File: config.mk
export PLATFORM = sky130hd
export DESIGN_NAME = amp_fault_mode_manager
export DESIGN_NICKNAME = d
export VERILOG_FILES = /design/src/shared/amp_fault_pkg.sv /design/src/core/amp_fault_mode_manager.sv /design/src/core/ramp_timer.sv
export SDC_FILE = /design/constraint.sdc
export NUM_CORES = 2
export LEC_CHECK = 0
export BUFFER_PORTS_ARGS = -buffer_cell sky130_fd_sc_hd__buf_2
export CORE_MARGIN = 2
export CORE_UTILIZATION = 50
export DETAILED_ROUTE_END_ITERATION = 16
export PLACE_DENSITY = 0.65
export REMOVE_ABC_BUFFERS = 1
export SLEW_MARGIN = 20
export SYNTH_ARGS = -nofsm -noshare
export SYNTH_HDL_FRONTEND = slang
export SYNTH_SLANG_ARGS = --single-unit
File: constraint.sdc
create_clock -name clk -period 56.5 [get_ports clk]
set_input_delay 11.3 -clock clk [delete_from_list [all_inputs] [get_ports clk]]
set_output_delay 11.3 -clock clk [all_outputs]
set_load 0.05 [all_outputs]
File: src/shared/amp_fault_pkg.sv
/*
 Constants and types for the amplifier fault and operating-mode manager.
 Assumes a 200 MHz system clock.
*/
package amp_fault_pkg;
    localparam int CLK_MHZ = 200;
    localparam int NUM_CH = 4;
    // Ramp and standby times in microseconds at the default mute capacitor
    localparam int CM_RAMP_US = 26000;
    localparam int GAIN_RAMP_US = 76000;
    localparam int QUICK_DOWN_US = 20000;
    localparam int STBY_FAST_US = 1000;
    localparam int CM_RAMP_CYC = CM_RAMP_US * CLK_MHZ;
    localparam int GAIN_RAMP_CYC = GAIN_RAMP_US * CLK_MHZ;
    localparam int QUICK_DOWN_CYC = QUICK_DOWN_US * CLK_MHZ;
    localparam int STBY_FAST_CYC = STBY_FAST_US * CLK_MHZ;
    localparam int GAIN_W = 8;
    localparam logic [7:0] GAIN_FULL = 8'hff;
    localparam logic [7:0] GAIN_ZERO = 8'h00;
    localparam logic [7:0] FOLDBACK_SHIFT = 8'h01;
    // Clip/warning pin source selection
    localparam logic [1:0] CW_SEL_WARN = 2'h0;
    localparam logic [1:0] CW_SEL_CLIP = 2'h1;
    localparam logic [1:0] CW_SEL_BOTH = 2'h2;

    typedef enum logic [4:0] {
        ST_STANDBY = 5'h01,
        ST_FLOAT = 5'h02,
        ST_CM_RAMP = 5'h04,
        ST_GAIN_UP = 5'h08,
        ST_PLAY = 5'h10
    } mode_type;
endpackage : amp_fault_pkg

File: src/core/amp_fault_mode_manager.sv
/*
 Fault classification, reporting and mode control for a four-channel
 class-D amplifier. Assumes fault detector inputs and host select inputs are
 synchronous levels; host command inputs are single-cycle pulses.
*/
`timescale 1ns/1ps
// Summary of operation
// In play, pump, oscillator, control and supplies are on; outputs switch.
// Overheat warning: status and clip pin only, no action, self-clearing.
// Current limit caps channel, starts overcurrent timer, self-clears.
// Overcurrent mutes channel to floating, reports on fault pin, latches.
// Load diagnostics only when floating and host-triggered; status latched.
// Gain steps with mute ramp and status follows it.
// Common-mode ramp about 26 ms then gain ramp about 76 ms.
// Host programs identical settings into paralleled channels.
// Host commands paralleled channels together.
// Load diagnostics are supported on paralleled channels.
// Host watches foldback and lowers gain of paralleled pairs.
// Reset/dump: standby; low/high supply: floating, latched.
// DC offset mutes channel latched; clip drives pin; foldback lowers gain.
// Fault pin low whenever floating or standby is forced.
// Clip pin shows warning, clip or both; also tweeter presence.
// Standby in 1 ms if floating, else 20 ms ramp; state then lost (standby_req here keeps oc_q, dc_q and sup_q).
module amp_fault_mode_manager
    import amp_fault_pkg::*;
#(
    parameter int NCH = NUM_CH,
    parameter int CM_CYCLES = CM_RAMP_CYC,
    parameter int GAIN_CYCLES = GAIN_RAMP_CYC,
    parameter int DOWN_CYCLES = QUICK_DOWN_CYC,
    parameter int FAST_CYCLES = STBY_FAST_CYC,
    parameter int OC_CYCLES = 1000
) (
    input wire logic clk,
    input wire logic rst,
    input wire logic por_event,
    input wire logic load_dump,
    input wire logic supply_low,
    input wire logic pump_supply_low,
    input wire logic supply_high,
    input wire logic overheat_warning,
    input wire logic overheat_shutdown,
    input wire logic [NCH-1:0] cycle_current_limit,
    input wire logic [NCH-1:0] dc_offset,
    input wire logic [NCH-1:0] clipping,
    input wire logic [NCH-1:0] thermal_foldback,
    input wire logic [NCH-1:0] load_open,
    input wire logic [NCH-1:0] load_short,
    input wire logic [NCH-1:0] tweeter_present,
    input wire logic diag_start,
    input wire logic tweeter_diag,
    input wire logic play_cmd,
    input wire logic float_cmd,
    input wire logic standby_req,
    input wire logic fault_clear,
    input wire logic [1:0] clip_warn_sel,
    output logic fault_n_o,
    output logic fault_n_oe,
    output logic clip_thermal_warn_n_o,
    output logic clip_thermal_warn_n_oe,
    output logic supplies_on,
    output logic [NCH-1:0] switching,
    output logic [NCH-1:0] current_limit,
    output logic [NCH-1:0] ch_floating,
    output logic [GAIN_W-1:0] ch_gain [NCH],
    output logic [NCH-1:0] oc_status,
    output logic [NCH-1:0] dc_status,
    output logic [NCH-1:0] open_status,
    output logic [NCH-1:0] short_status,
    output logic [NCH-1:0] foldback_status,
    output logic warn_status,
    output logic [2:0] supply_status,
    output logic overheat_status,
    output mode_type mode
);
    initial
    begin
        if (NCH < 1 || CM_CYCLES < 1 || GAIN_CYCLES < 1 || DOWN_CYCLES < 1
            || FAST_CYCLES < 1 || OC_CYCLES < 1)
            $error("amp_fault_mode_manager: bad parameter");
    end

    //------------------------------------------------------------
    // Fault latches
    //------------------------------------------------------------
    logic [NCH-1:0] oc_q;
    logic [NCH-1:0] dc_q;
    logic [NCH-1:0] open_q;
    logic [NCH-1:0] short_q;
    logic [2:0] sup_q;
    logic ots_q;
    logic [31:0] oc_cnt_q [NCH];
    logic [NCH-1:0] oc_trip;
    mode_type mode_q;
    logic standby_force;
    logic float_force;
    logic [NCH-1:0] ch_kill;

    function automatic logic [31:0] sat_dec(input logic [31:0] v);
        sat_dec = (v == 32'h0) ? 32'h0 : v - 32'h1;
    endfunction : sat_dec

    always_comb
    begin
        for (int i = 0; i < NCH; i++)
            oc_trip[i] = cycle_current_limit[i] && (oc_cnt_q[i] == 32'h1);
    end

    always_ff @(posedge clk or posedge rst)
    begin
        if (rst)
            for (int i = 0; i < NCH; i++)
                oc_cnt_q[i] <= 32'h0;
        else
            for (int i = 0; i < NCH; i++)
                if (!cycle_current_limit[i])
                    oc_cnt_q[i] <= 32'h0;
                else if (oc_cnt_q[i] == 32'h0)
                    oc_cnt_q[i] <= 32'(OC_CYCLES) + 32'h1;
                else
                    oc_cnt_q[i] <= sat_dec(oc_cnt_q[i]);
    end

    wire live = (mode_q != ST_STANDBY);
    wire [2:0] sup_in = {supply_high, pump_supply_low, supply_low};

    always_ff @(posedge clk or posedge rst)
    begin
        if (rst)
        begin
            oc_q <= '0;
            dc_q <= '0;
            sup_q <= 3'h0;
            ots_q <= 1'b0;
        end
        else if (standby_force)
        begin
            oc_q <= '0;
            dc_q <= '0;
            sup_q <= 3'h0;
            // Host clear releases the shutdown latch; set wins
            ots_q <= (fault_clear ? 1'b0 : ots_q)
                | (overheat_shutdown & live);
        end
        else
        begin
            // Set wins over clear
            oc_q <= (fault_clear ? '0 : oc_q) | oc_trip;
            dc_q <= (fault_clear ? '0 : dc_q)
                | (dc_offset & {NCH{mode_q == ST_PLAY}});
            sup_q <= (fault_clear ? 3'h0 : sup_q)
                | (sup_in & {3{live}});
            ots_q <= (fault_clear ? 1'b0 : ots_q)
                | (overheat_shutdown & live);
        end
    end

    wire diag_ok = (mode_q == ST_FLOAT) && diag_start;

    always_ff @(posedge clk or posedge rst)
    begin
        if (rst)
        begin
            open_q <= '0;
            short_q <= '0;
        end
        else if (mode_q == ST_STANDBY)
        begin
            open_q <= '0;
            short_q <= '0;
        end
        else if (diag_ok)
        begin
            open_q <= load_open;
            short_q <= load_short;
        end
    end

    //------------------------------------------------------------
    // Mode sequencing
    //------------------------------------------------------------
    logic tmr_load;
    logic [31:0] tmr_value;
    logic [31:0] tmr_left;
    logic tmr_done;
    logic leaving_q;

    ramp_timer #(.WIDTH(32)) u_timer (
        .clk(clk),
        .rst(rst),
        .load(tmr_load),
        .load_value(tmr_value),
        .remaining(tmr_left),
        .done(tmr_done)
    );

    assign standby_force = por_event | load_dump | ots_q;
    assign float_force = |sup_q;
    assign ch_kill = oc_q | dc_q;

    always_comb
    begin
        tmr_load = 1'b0;
        tmr_value = 32'h0;
        if (!standby_force && standby_req && !leaving_q)
        begin
            tmr_load = 1'b1;
            tmr_value = (mode_q == ST_FLOAT || mode_q == ST_STANDBY)
                ? 32'(FAST_CYCLES) : 32'(DOWN_CYCLES);
        end
        else if (mode_q == ST_FLOAT && play_cmd && !float_force
                 && !leaving_q)
        begin
            tmr_load = 1'b1;
            tmr_value = 32'(CM_CYCLES);
        end
        else if (mode_q == ST_CM_RAMP && tmr_done && !leaving_q)
        begin
            tmr_load = 1'b1;
            tmr_value = 32'(GAIN_CYCLES);
        end
    end

    always_ff @(posedge clk or posedge rst)
    begin
        if (rst)
        begin
            mode_q <= ST_FLOAT;
            leaving_q <= 1'b0;
        end
        else if (standby_force)
        begin
            mode_q <= ST_STANDBY;
            leaving_q <= 1'b0;
        end
        else if (leaving_q)
        begin
            if (tmr_done)
            begin
                mode_q <= ST_STANDBY;
                leaving_q <= 1'b0;
            end
        end
        else if (standby_req)
            leaving_q <= 1'b1;
        else if (float_force || float_cmd)
            mode_q <= ST_FLOAT;
        else
            case (mode_q)
                ST_STANDBY:
                    if (play_cmd || float_cmd)
                        mode_q <= ST_FLOAT;
                ST_FLOAT:
                    if (play_cmd)
                        mode_q <= ST_CM_RAMP;
                ST_CM_RAMP:
                    if (tmr_done)
                        mode_q <= ST_GAIN_UP;
                ST_GAIN_UP:
                    if (tmr_done)
                        mode_q <= ST_PLAY;
                ST_PLAY:
                    mode_q <= ST_PLAY;
                default:
                    mode_q <= ST_FLOAT;
            endcase
    end

    //------------------------------------------------------------
    // Gain and outputs
    //------------------------------------------------------------
    function automatic logic [GAIN_W-1:0] ramp_gain(input logic [31:0] left);
        logic [63:0] p;
        p = 64'(GAIN_CYCLES - 32'(left)) * 64'(GAIN_FULL);
        ramp_gain = GAIN_W'(p / 64'(GAIN_CYCLES));
    endfunction : ramp_gain

    logic [GAIN_W-1:0] base_gain;

    always_comb
    begin
        base_gain = GAIN_ZERO;
        if (leaving_q && mode_q != ST_FLOAT && mode_q != ST_STANDBY)
            base_gain = GAIN_W'((64'(tmr_left) * 64'(GAIN_FULL))
                / 64'(DOWN_CYCLES));
        else if (mode_q == ST_GAIN_UP)
            base_gain = ramp_gain(tmr_left);
        else if (mode_q == ST_PLAY)
            base_gain = GAIN_FULL;
    end

    always_ff @(posedge clk or posedge rst)
    begin
        if (rst)
            for (int i = 0; i < NCH; i++)
                ch_gain[i] <= GAIN_ZERO;
        else
            for (int i = 0; i < NCH; i++)
                if (ch_kill[i])
                    ch_gain[i] <= GAIN_ZERO;
                else if (thermal_foldback[i])
                    ch_gain[i] <= base_gain >> FOLDBACK_SHIFT;
                else
                    ch_gain[i] <= base_gain;
    end

    wire active = (mode_q != ST_STANDBY) && (mode_q != ST_FLOAT);

    always_ff @(posedge clk or posedge rst)
    begin
        if (rst)
        begin
            switching <= '0;
            ch_floating <= {NCH{1'b1}};
            supplies_on <= 1'b0;
            current_limit <= '0;
        end
        else
        begin
            switching <= {NCH{active}} & ~ch_kill;
            ch_floating <= ~({NCH{active}} & ~ch_kill);
            supplies_on <= (mode_q != ST_STANDBY);
            current_limit <= cycle_current_limit & {NCH{active}};
        end
    end

    logic warn_pin;

    always_comb
    begin
        case (clip_warn_sel)
            CW_SEL_WARN: warn_pin = overheat_warning;
            CW_SEL_CLIP: warn_pin = |clipping;
            CW_SEL_BOTH: warn_pin = overheat_warning | (|clipping);
            default: warn_pin = overheat_warning;
        endcase
        if (tweeter_diag && mode_q == ST_FLOAT && |tweeter_present)
            warn_pin = 1'b1;
    end

    always_ff @(posedge clk or posedge rst)
    begin
        if (rst)
        begin
            clip_thermal_warn_n_oe <= 1'b0;
            fault_n_oe <= 1'b0;
        end
        else
        begin
            clip_thermal_warn_n_oe <= warn_pin && live;
            fault_n_oe <= standby_force | float_force | (|ch_kill);
        end
    end

    assign fault_n_o = 1'b0;
    assign clip_thermal_warn_n_o = 1'b0;
    assign mode = mode_q;
    assign oc_status = oc_q;
    assign dc_status = dc_q;
    assign open_status = open_q;
    assign short_status = short_q;
    assign foldback_status = thermal_foldback & {NCH{live}};
    assign warn_status = overheat_warning & live;
    assign supply_status = sup_q;
    assign overheat_status = ots_q;

    //------------------------------------------------------------
    // Checks
    //------------------------------------------------------------
    oc_floats_a: assert property (@(posedge clk) disable iff (rst)
        oc_trip != '0 |=> ##1
        (ch_floating & ~switching & $past(oc_trip, 2)) == $past(oc_trip, 2))
        else $error("overcurrent did not float channel");
    fault_pin_a: assert property (@(posedge clk) disable iff (rst)
        (float_force || standby_force) |=> fault_n_oe)
        else $error("fault pin not driven");
    dump_standby_a: assert property (@(posedge clk) disable iff (rst)
        load_dump |=> mode_q == ST_STANDBY)
        else $error("load dump did not enter standby");
    diag_gate_a: assert property (@(posedge clk) disable iff (rst)
        mode_q != ST_FLOAT && !standby_force |=> $stable(open_q)
        || mode_q == ST_STANDBY)
        else $error("diagnostic outside floating state");
    warn_only_a: assert property (@(posedge clk) disable iff (rst)
        overheat_warning && clip_warn_sel == CW_SEL_WARN && live
        && !standby_force |=> clip_thermal_warn_n_oe)
        else $error("warning not on clip pin");
    play_full_a: assert property (@(posedge clk) disable iff (rst)
        mode_q == ST_PLAY && !leaving_q && ch_kill == '0
        && thermal_foldback == '0 |=> ch_gain[0] == GAIN_FULL)
        else $error("gain not full in play");
    cm_ramp_a: assert property (@(posedge clk) disable iff (rst)
        $rose(mode_q == ST_CM_RAMP) |-> tmr_left == 32'(CM_CYCLES))
        else $error("common-mode ramp length wrong");
    float_stby_a: assert property (@(posedge clk) disable iff (rst)
        mode_q == ST_FLOAT && standby_req && !leaving_q && !standby_force
        |=> tmr_left == 32'(FAST_CYCLES))
        else $error("fast standby length wrong");
    play_on_a: assert property (@(posedge clk) disable iff (rst)
        mode_q == ST_PLAY && ch_kill == '0 |=> switching != '0
        || standby_force)
        else $error("not switching in play");
endmodule : amp_fault_mode_manager

File: src/core/ramp_timer.sv
/*
 Down counter used for mute-pin ramp timing.
 Assumes load and count are synchronous to clk.
*/
`timescale 1ns/1ps
module ramp_timer #(
    parameter int WIDTH = 32
) (
    input wire logic clk,
    input wire logic rst,
    input wire logic load,
    input wire logic [WIDTH-1:0] load_value,
    output logic [WIDTH-1:0] remaining,
    output logic done
);
    logic [WIDTH-1:0] count_q;

    always_ff @(posedge clk or posedge rst)
    begin
        if (rst)
            count_q <= '0;
        else if (load)
            count_q <= load_value;
        else if (count_q != '0)
            count_q <= count_q - 1'b1;
    end

    assign remaining = count_q;
    // Done depends only on the count, so a caller may load on done
    assign done = (count_q == '0);
endmodule : ramp_timer

[Word-level counts from Yosys, hierarchy flattened]
Index checks and enable logic that the tools add are counted.
Widths: inputs -> output; s select.
Cells by class
  $add $sub $neg: 6
  multiply operators: 2
  divide/modulo/power cells: 2
  order comparisons: 0
  equal/unequal tests: 19
  shift-type cells: 0
  multiplexer cells: 55
  bitwise gates (word level): 19
  reduce and logical (&&, ||, !) cells: 37
Operators with widths (count)
  $mux 32: 10
  $logic_not 32->1: 5
  $sub 32x1->32 const B: 5
  $eq 32x1->1 const B: 4
  $mux 8: 11
  $mux 24: 3
  $div 40x22->64 const B: 1
  $div 64x24->64 const B: 1
  $mux 5: 9
  $mul 33x9->42 const B: 1
  $mul 32x8->40 const B: 1
  $sub 24x32->33 const A: 1
  $mux 4: 8
  $reduce_bool 32->1: 1
  $pmux 5 s5: 1
  $mux 22: 1
  $logic_and 1x1->1: 18
  $and 4x4->4: 4
  $or 4x4->4: 3
  $reduce_or 4->1: 3
  $mux 1: 9
  $not 4->4: 2
  $mux 3: 2
  $or 1x1->1: 6
  other kinds (24): 30
Word-level totals
  flip-flop bits (word level): 233
  latch bits: 0
  bits in writable memories: 0
  ROM bits: 0
  output and inout port bits: 79
  memories kept: 0

[Longest topological paths before layout]
  word-level depth: 7
  depth in mapped cells: 106
  gate-level depth less buffers: 90

[Cells and area by module]
From an unflattened synthesis, not the netlist that was laid out.
Second synthesis, totals
  cell total of the unflattened synthesis: 5907
  area, all modules: 46577.2 µm²
By module, submodules not included
  amp_fault_mode_manager: times used 1, cells each 5711, area an instance 44740.4 µm², seq. area each 5036.1 µm²
  ramp_timer: times used 1, cells each 196, area an instance 1836.8 µm², seq. area each 800.8 µm²

[Least setup slack after synthesis]
Ideal clock, no wire load.
  kind: register to register
  from: register u_timer.count_q[4], in the netlist u_timer.remaining[4]
  to: register ch_gain[0] (netlist bit)
  setup time: 121 ps
  arrival: 23968 ps
  required time: 56379 ps
  setup slack: 32411 ps
  cell stages (with the launch flop): 94
  cell sequence: dfrtp_1 -> inv_1 -> ha_1 -> nand4b_1 -> nor3b_1 -> or4_1 -> a31oi_2 -> or3_1 -> nand2_1 -> xnor2_1 -> inv_1 -> fa_1 -> inv_1 -> fa_1 -> fa_1 -> inv_1 -> fa_1 -> inv_1 -> [58 not listed] -> maj3_2 -> a21oi_4 -> a21o_1 -> a31o_1 -> mux2i_1 -> o221ai_1 -> o2111a_1 -> maj3_1 -> xnor2_1 -> a311o_2 -> a21oi_2 -> mux2i_1 -> a21oi_1 -> a41oi_1 -> a211oi_1 -> or4b_4 -> nand3b_1 -> a21oi_1
Between the ends
  cells in the longest elaborated chain, start to end: 7
  elaborated cells on any way between the ends: 9
  classes of those cells: 1 x add/sub; 2 x mul; 2 x div; 4 x mux
RTL lines
  from (decl): line ramp_timer.sv:16  | logic [WIDTH-1:0] count_q;
  from (signal assigned): line ramp_timer.sv:23  | count_q <= load_value;
  from (signal assigned): line ramp_timer.sv:25  | count_q <= count_q - 1'b1;
  $sub 24x32->33: line amp_fault_mode_manager.sv:274  | p = 64'(GAIN_CYCLES - 32'(left)) * 64'(GAIN_FULL);
  $mul 33x9->42: line amp_fault_mode_manager.sv:274
  $div 64x24->64: line amp_fault_mode_manager.sv:275  | ramp_gain = GAIN_W'(p / 64'(GAIN_CYCLES));
  $mux 8: line amp_fault_mode_manager.sv:286  | else if (mode_q == ST_GAIN_UP)
  $mux 8 (*): line amp_fault_mode_manager.sv:283  | if (leaving_q && mode_q != ST_FLOAT && mode_q != ST_STANDBY)
  $mux 8 (*): line amp_fault_mode_manager.sv:301  | else if (thermal_foldback[i])
  $mux 8 (*): line amp_fault_mode_manager.sv:299  | if (ch_kill[i])
  to (signal, indexed assignment): line amp_fault_mode_manager.sv:302  | ch_gain[i] <= base_gain >> FOLDBACK_SHIFT;
  to (signal, indexed assignment): line amp_fault_mode_manager.sv:304  | ch_gain[i] <= base_gain;
  to (decl): line amp_fault_mode_manager.sv:65  | output logic [GAIN_W-1:0] ch_gain [NCH],
Every way passes the cells marked *; elsewhere a longest branch is shown, timed or not.
A chain may end at the register's enable or synchronous reset.

[Worst setup path after layout]
  from: register u_timer.count_q[4], in the netlist u_timer.remaining[4]
  to: register ch_gain[8] (netlist bit)
Same word-level chain as after synthesis.

==> flow_metrics.py <==
metrics = {
    "status": {
        "status": "complete, no violations",
    },
    "timing": {
        "relSlewSlack_pct": 26.1,
        "max_freq_mhz": 33.5,
        "finalSetupViolCount": 0,
        "final.setup.tns_ns": 0,
        "min_period_over_period_pct": 52.8,
        "tightest_slew_ns": 1.11,
        "worst_clock_skew_ns": 0.0276,
        "slew_viol_final": 0,
        "hold_ws_ns": 0.513,
        "final-hold-violation-count": 0,
        "rsz0062_at_grt": "false",
        "fin_crit_ns": 29.82,
    },
    "grt": {
        "grt.total_usage_pct": 26.4,
        "grt-ovfl-total": 0,
        "antenna_found_initial": 5,
        "grt_pass1_vias": 42700,
        "grt_max_degree": 99,
        "grt_pass1_wl_mm": 219,
    },
    "worst_setup_path": {
        "crit_start": "u_timer.remaining[4]",
        "r2r-end": "ch_gain[8]",
        "crit_path_max_fanout": 17,
        "critPathLaunchType": "flip-flop",
        "reg2regPathDepth": 89,
        "worst-endpoint-required_ns": 56.97,
        "critPathTopFamily": "compound AO/OA/AOI/OAI gates",
        "crit_buf_inv": 6,
        "path_common_cell": "inv_1",
        "max_stage_delay_ns": 0.84,
        "crit_slowest_cell": "o22ai_1",
        "cp-endpoint": "ch_gain[8]",
        "arrival_ns": 30.29,
        "rrSetupSlack_ns": 26.68,
        "r2r-start": "u_timer.remaining[4]",
        "critPathKind": "flip-flop to flip-flop",
        "cp-end-kind": "flip-flop",
        "crit_cells": 89,
    },
    "yosys": {
        "synth_cell_type_count": 181,
        "synth_top_area_cell": "fa_1",
        "synthCells": 5928,
        "synth_async_sr_flop_share_pct": 100,
        "synth_edf_count": 0,
        "synth_top_area_share_pct": 12.3,
        "synth_area_leaders": "fa_1 (12%), dfrtp_1 (12%), xnor2_1 (7.1%)",
        "synth.avg_cell_area_um2": 7.93,
        "yosysSeqAreaShare_pct": 12.4,
        "synth-seq-cells": 233,
        "synth_flop_cell": "dfrtp_1",
        "syn-cell-area_mm2": 0.0470,
        "yosysWarnings": 0,
    },
    "cts": {
        "cts_resized": 0,
        "cts_made_buffers": 28,
        "ctsHoldBuffers": 0,
        "cts_tree": "done",
        "clkLatencyLatePin_ns": 0.59,
        "htree_levels": 1,
        "clk_pin_slew_ns": 0.06,
        "clock-sinks": 233,
        "cts_buffer_depth": 3,
        "cts-root-buf": "clkbuf_16",
        "cts_setup_buffers": 0,
    },
    "floorplanning": {
        "num_io_pins": 124,
        "die-area_mm2": 0.0965,
        "initial_utilization_pct": 50.4,
        "rows": 112,
        "fp.dieH_um": 311,
        "core-area_mm2": 0.0933,
        "die_w_um": 311,
    },
    "cells_and_area": {
        "syn_to_final_growth_pct": 5.13,
        "nets": 6484,
        "drive_gt1_share_pct": 8.82,
        "layout_common_cells": "nor2_1 (568), nand2_1 (518), inv_1 (496)",
        "final_common_cell": "nor2_1",
    },
    "route": {
        "via_per_inst": 6.16,
        "drtIter0Drc": 3317,
        "drc": 0,
        "drt_pass1_iterations": 6,
        "post_drt_wl_per_cell_um": 18.2,
        "wl_mm": 132,
        "vias": 44500,
        "final_antenna_net_count": 0,
    },
    "place": {
        "port_buffers": 121,
        "dpl.hpwl_mm": 106,
        "gp_congestion": 0.937,
    },
    "job": {
        "cap_violations": 0,
    },
    "hold_path": {
        "min_path_type": "flip-flop to flip-flop",
        "worst_hold_path.num_cells": 2,
    },
}
[cells in the mapped netlist (72+ instances only)]
library cell and n:
nor3_1 186, clkbuf_1 75, o21ai_0 247, nand2_1 518, xor2_1 140, ha_1 204, nor2_1 568, a21oi_1 319
inv_1 497, dfrtp_1 228, and2_1 73, fa_1 289, a31oi_1 89, xnor2_1 382, nand3_1 202, o211ai_1 72
a21o_1 84
[registers in the layout, indices dropped and copies added, names as in the netlist]
signal	cells
ch_floating	4
ch_gain	32
clip_thermal_warn_n_oe	1
current_limit	4
dc_status	4
fault_n_oe	1
leaving_q	1
mode	5
oc_cnt_q	128
oc_status	4
open_status	4
overheat_status	1
short_status	4
supplies_on	1
supply_status	3
switching	4
u_timer.remaining	32
[per-stage QoR]
stage,area (um2),util (%),setup slack [ns],instances
global placement,48600,52.1,27.96,7170
global route,49400,53.0,24.14,7221
CTS,49400,53.0,26.97,7221
detailed placement,48600,52.1,27.14,7170
floorplan,46200,-,31.77,5771
finish,49400,53.0,26.68,7222
[worst register-to-register path, delay by kind of cell, from the launching register on]
kind            cells  cell delay (ns)
fa+ha+maj           7             3.11
mux                 2             0.53
buf+inv             6             0.84
xor+xnor            6             2.39
compound gates     46            16.21
simple gates       22             6.16
flops               1             0.47
[cell families (layout without fill, tap and decap cells)]
| logic type | count (synthesis) | after routing | share of synthesized area [%] |
|---|---|---|---|
| and+or+nand+nor | 2120 | 2120 | 22.5 |
| AOI/OAI and AO/OA | 1761 | 1761 | 28.5 |
| buffers and inverters | 657 | 695 | 5.74 |
| xor gates and xnor gates | 536 | 536 | 10.2 |
| adders and majority gates | 531 | 531 | 18.5 |
| DFF | 233 | 233 | 12.4 |
| muxes | 89 | 89 | 2.03 |
| other | 1 | 3 | 0.00797 |
[worst min path at each step]
stage,from,end,slack [ns]
6_report,short_status[1],short_status[1],0.51
3_5_place_dp,short_status[1],short_status[1],0.51
4_1_cts,short_status[1],short_status[1],0.52
5_1_grt,oc_cnt_q[11],oc_cnt_q[11],0.55
2_1_floorplan,oc_cnt_q[96],oc_cnt_q[96],0.49
3_3_place_gp,open_status[1],open_status[1],0.50
[routing by layer]
metal	global-route usage (%)	wire length (um)
met2	45.2	62900
met1	36.1	60300
met4	6.77	3360
met3	2.08	5090
met5	0	48
[layout make-up]
class / count / area (um2)
clock inverter: 10 / 113
tap: 1254 / 1570
antenna: 1 / 2.50
fill: 9068 / 43900
clock buffer: 41 / 749
sequential: 233 / 5840
timing repair buffer: 145 / 786
multi-input combinational: 5039 / 38500
inverter: 499 / 1880
Power is not shown: default switching activity piles up to over one toggle a cycle in this logic, so the estimate is an artifact.
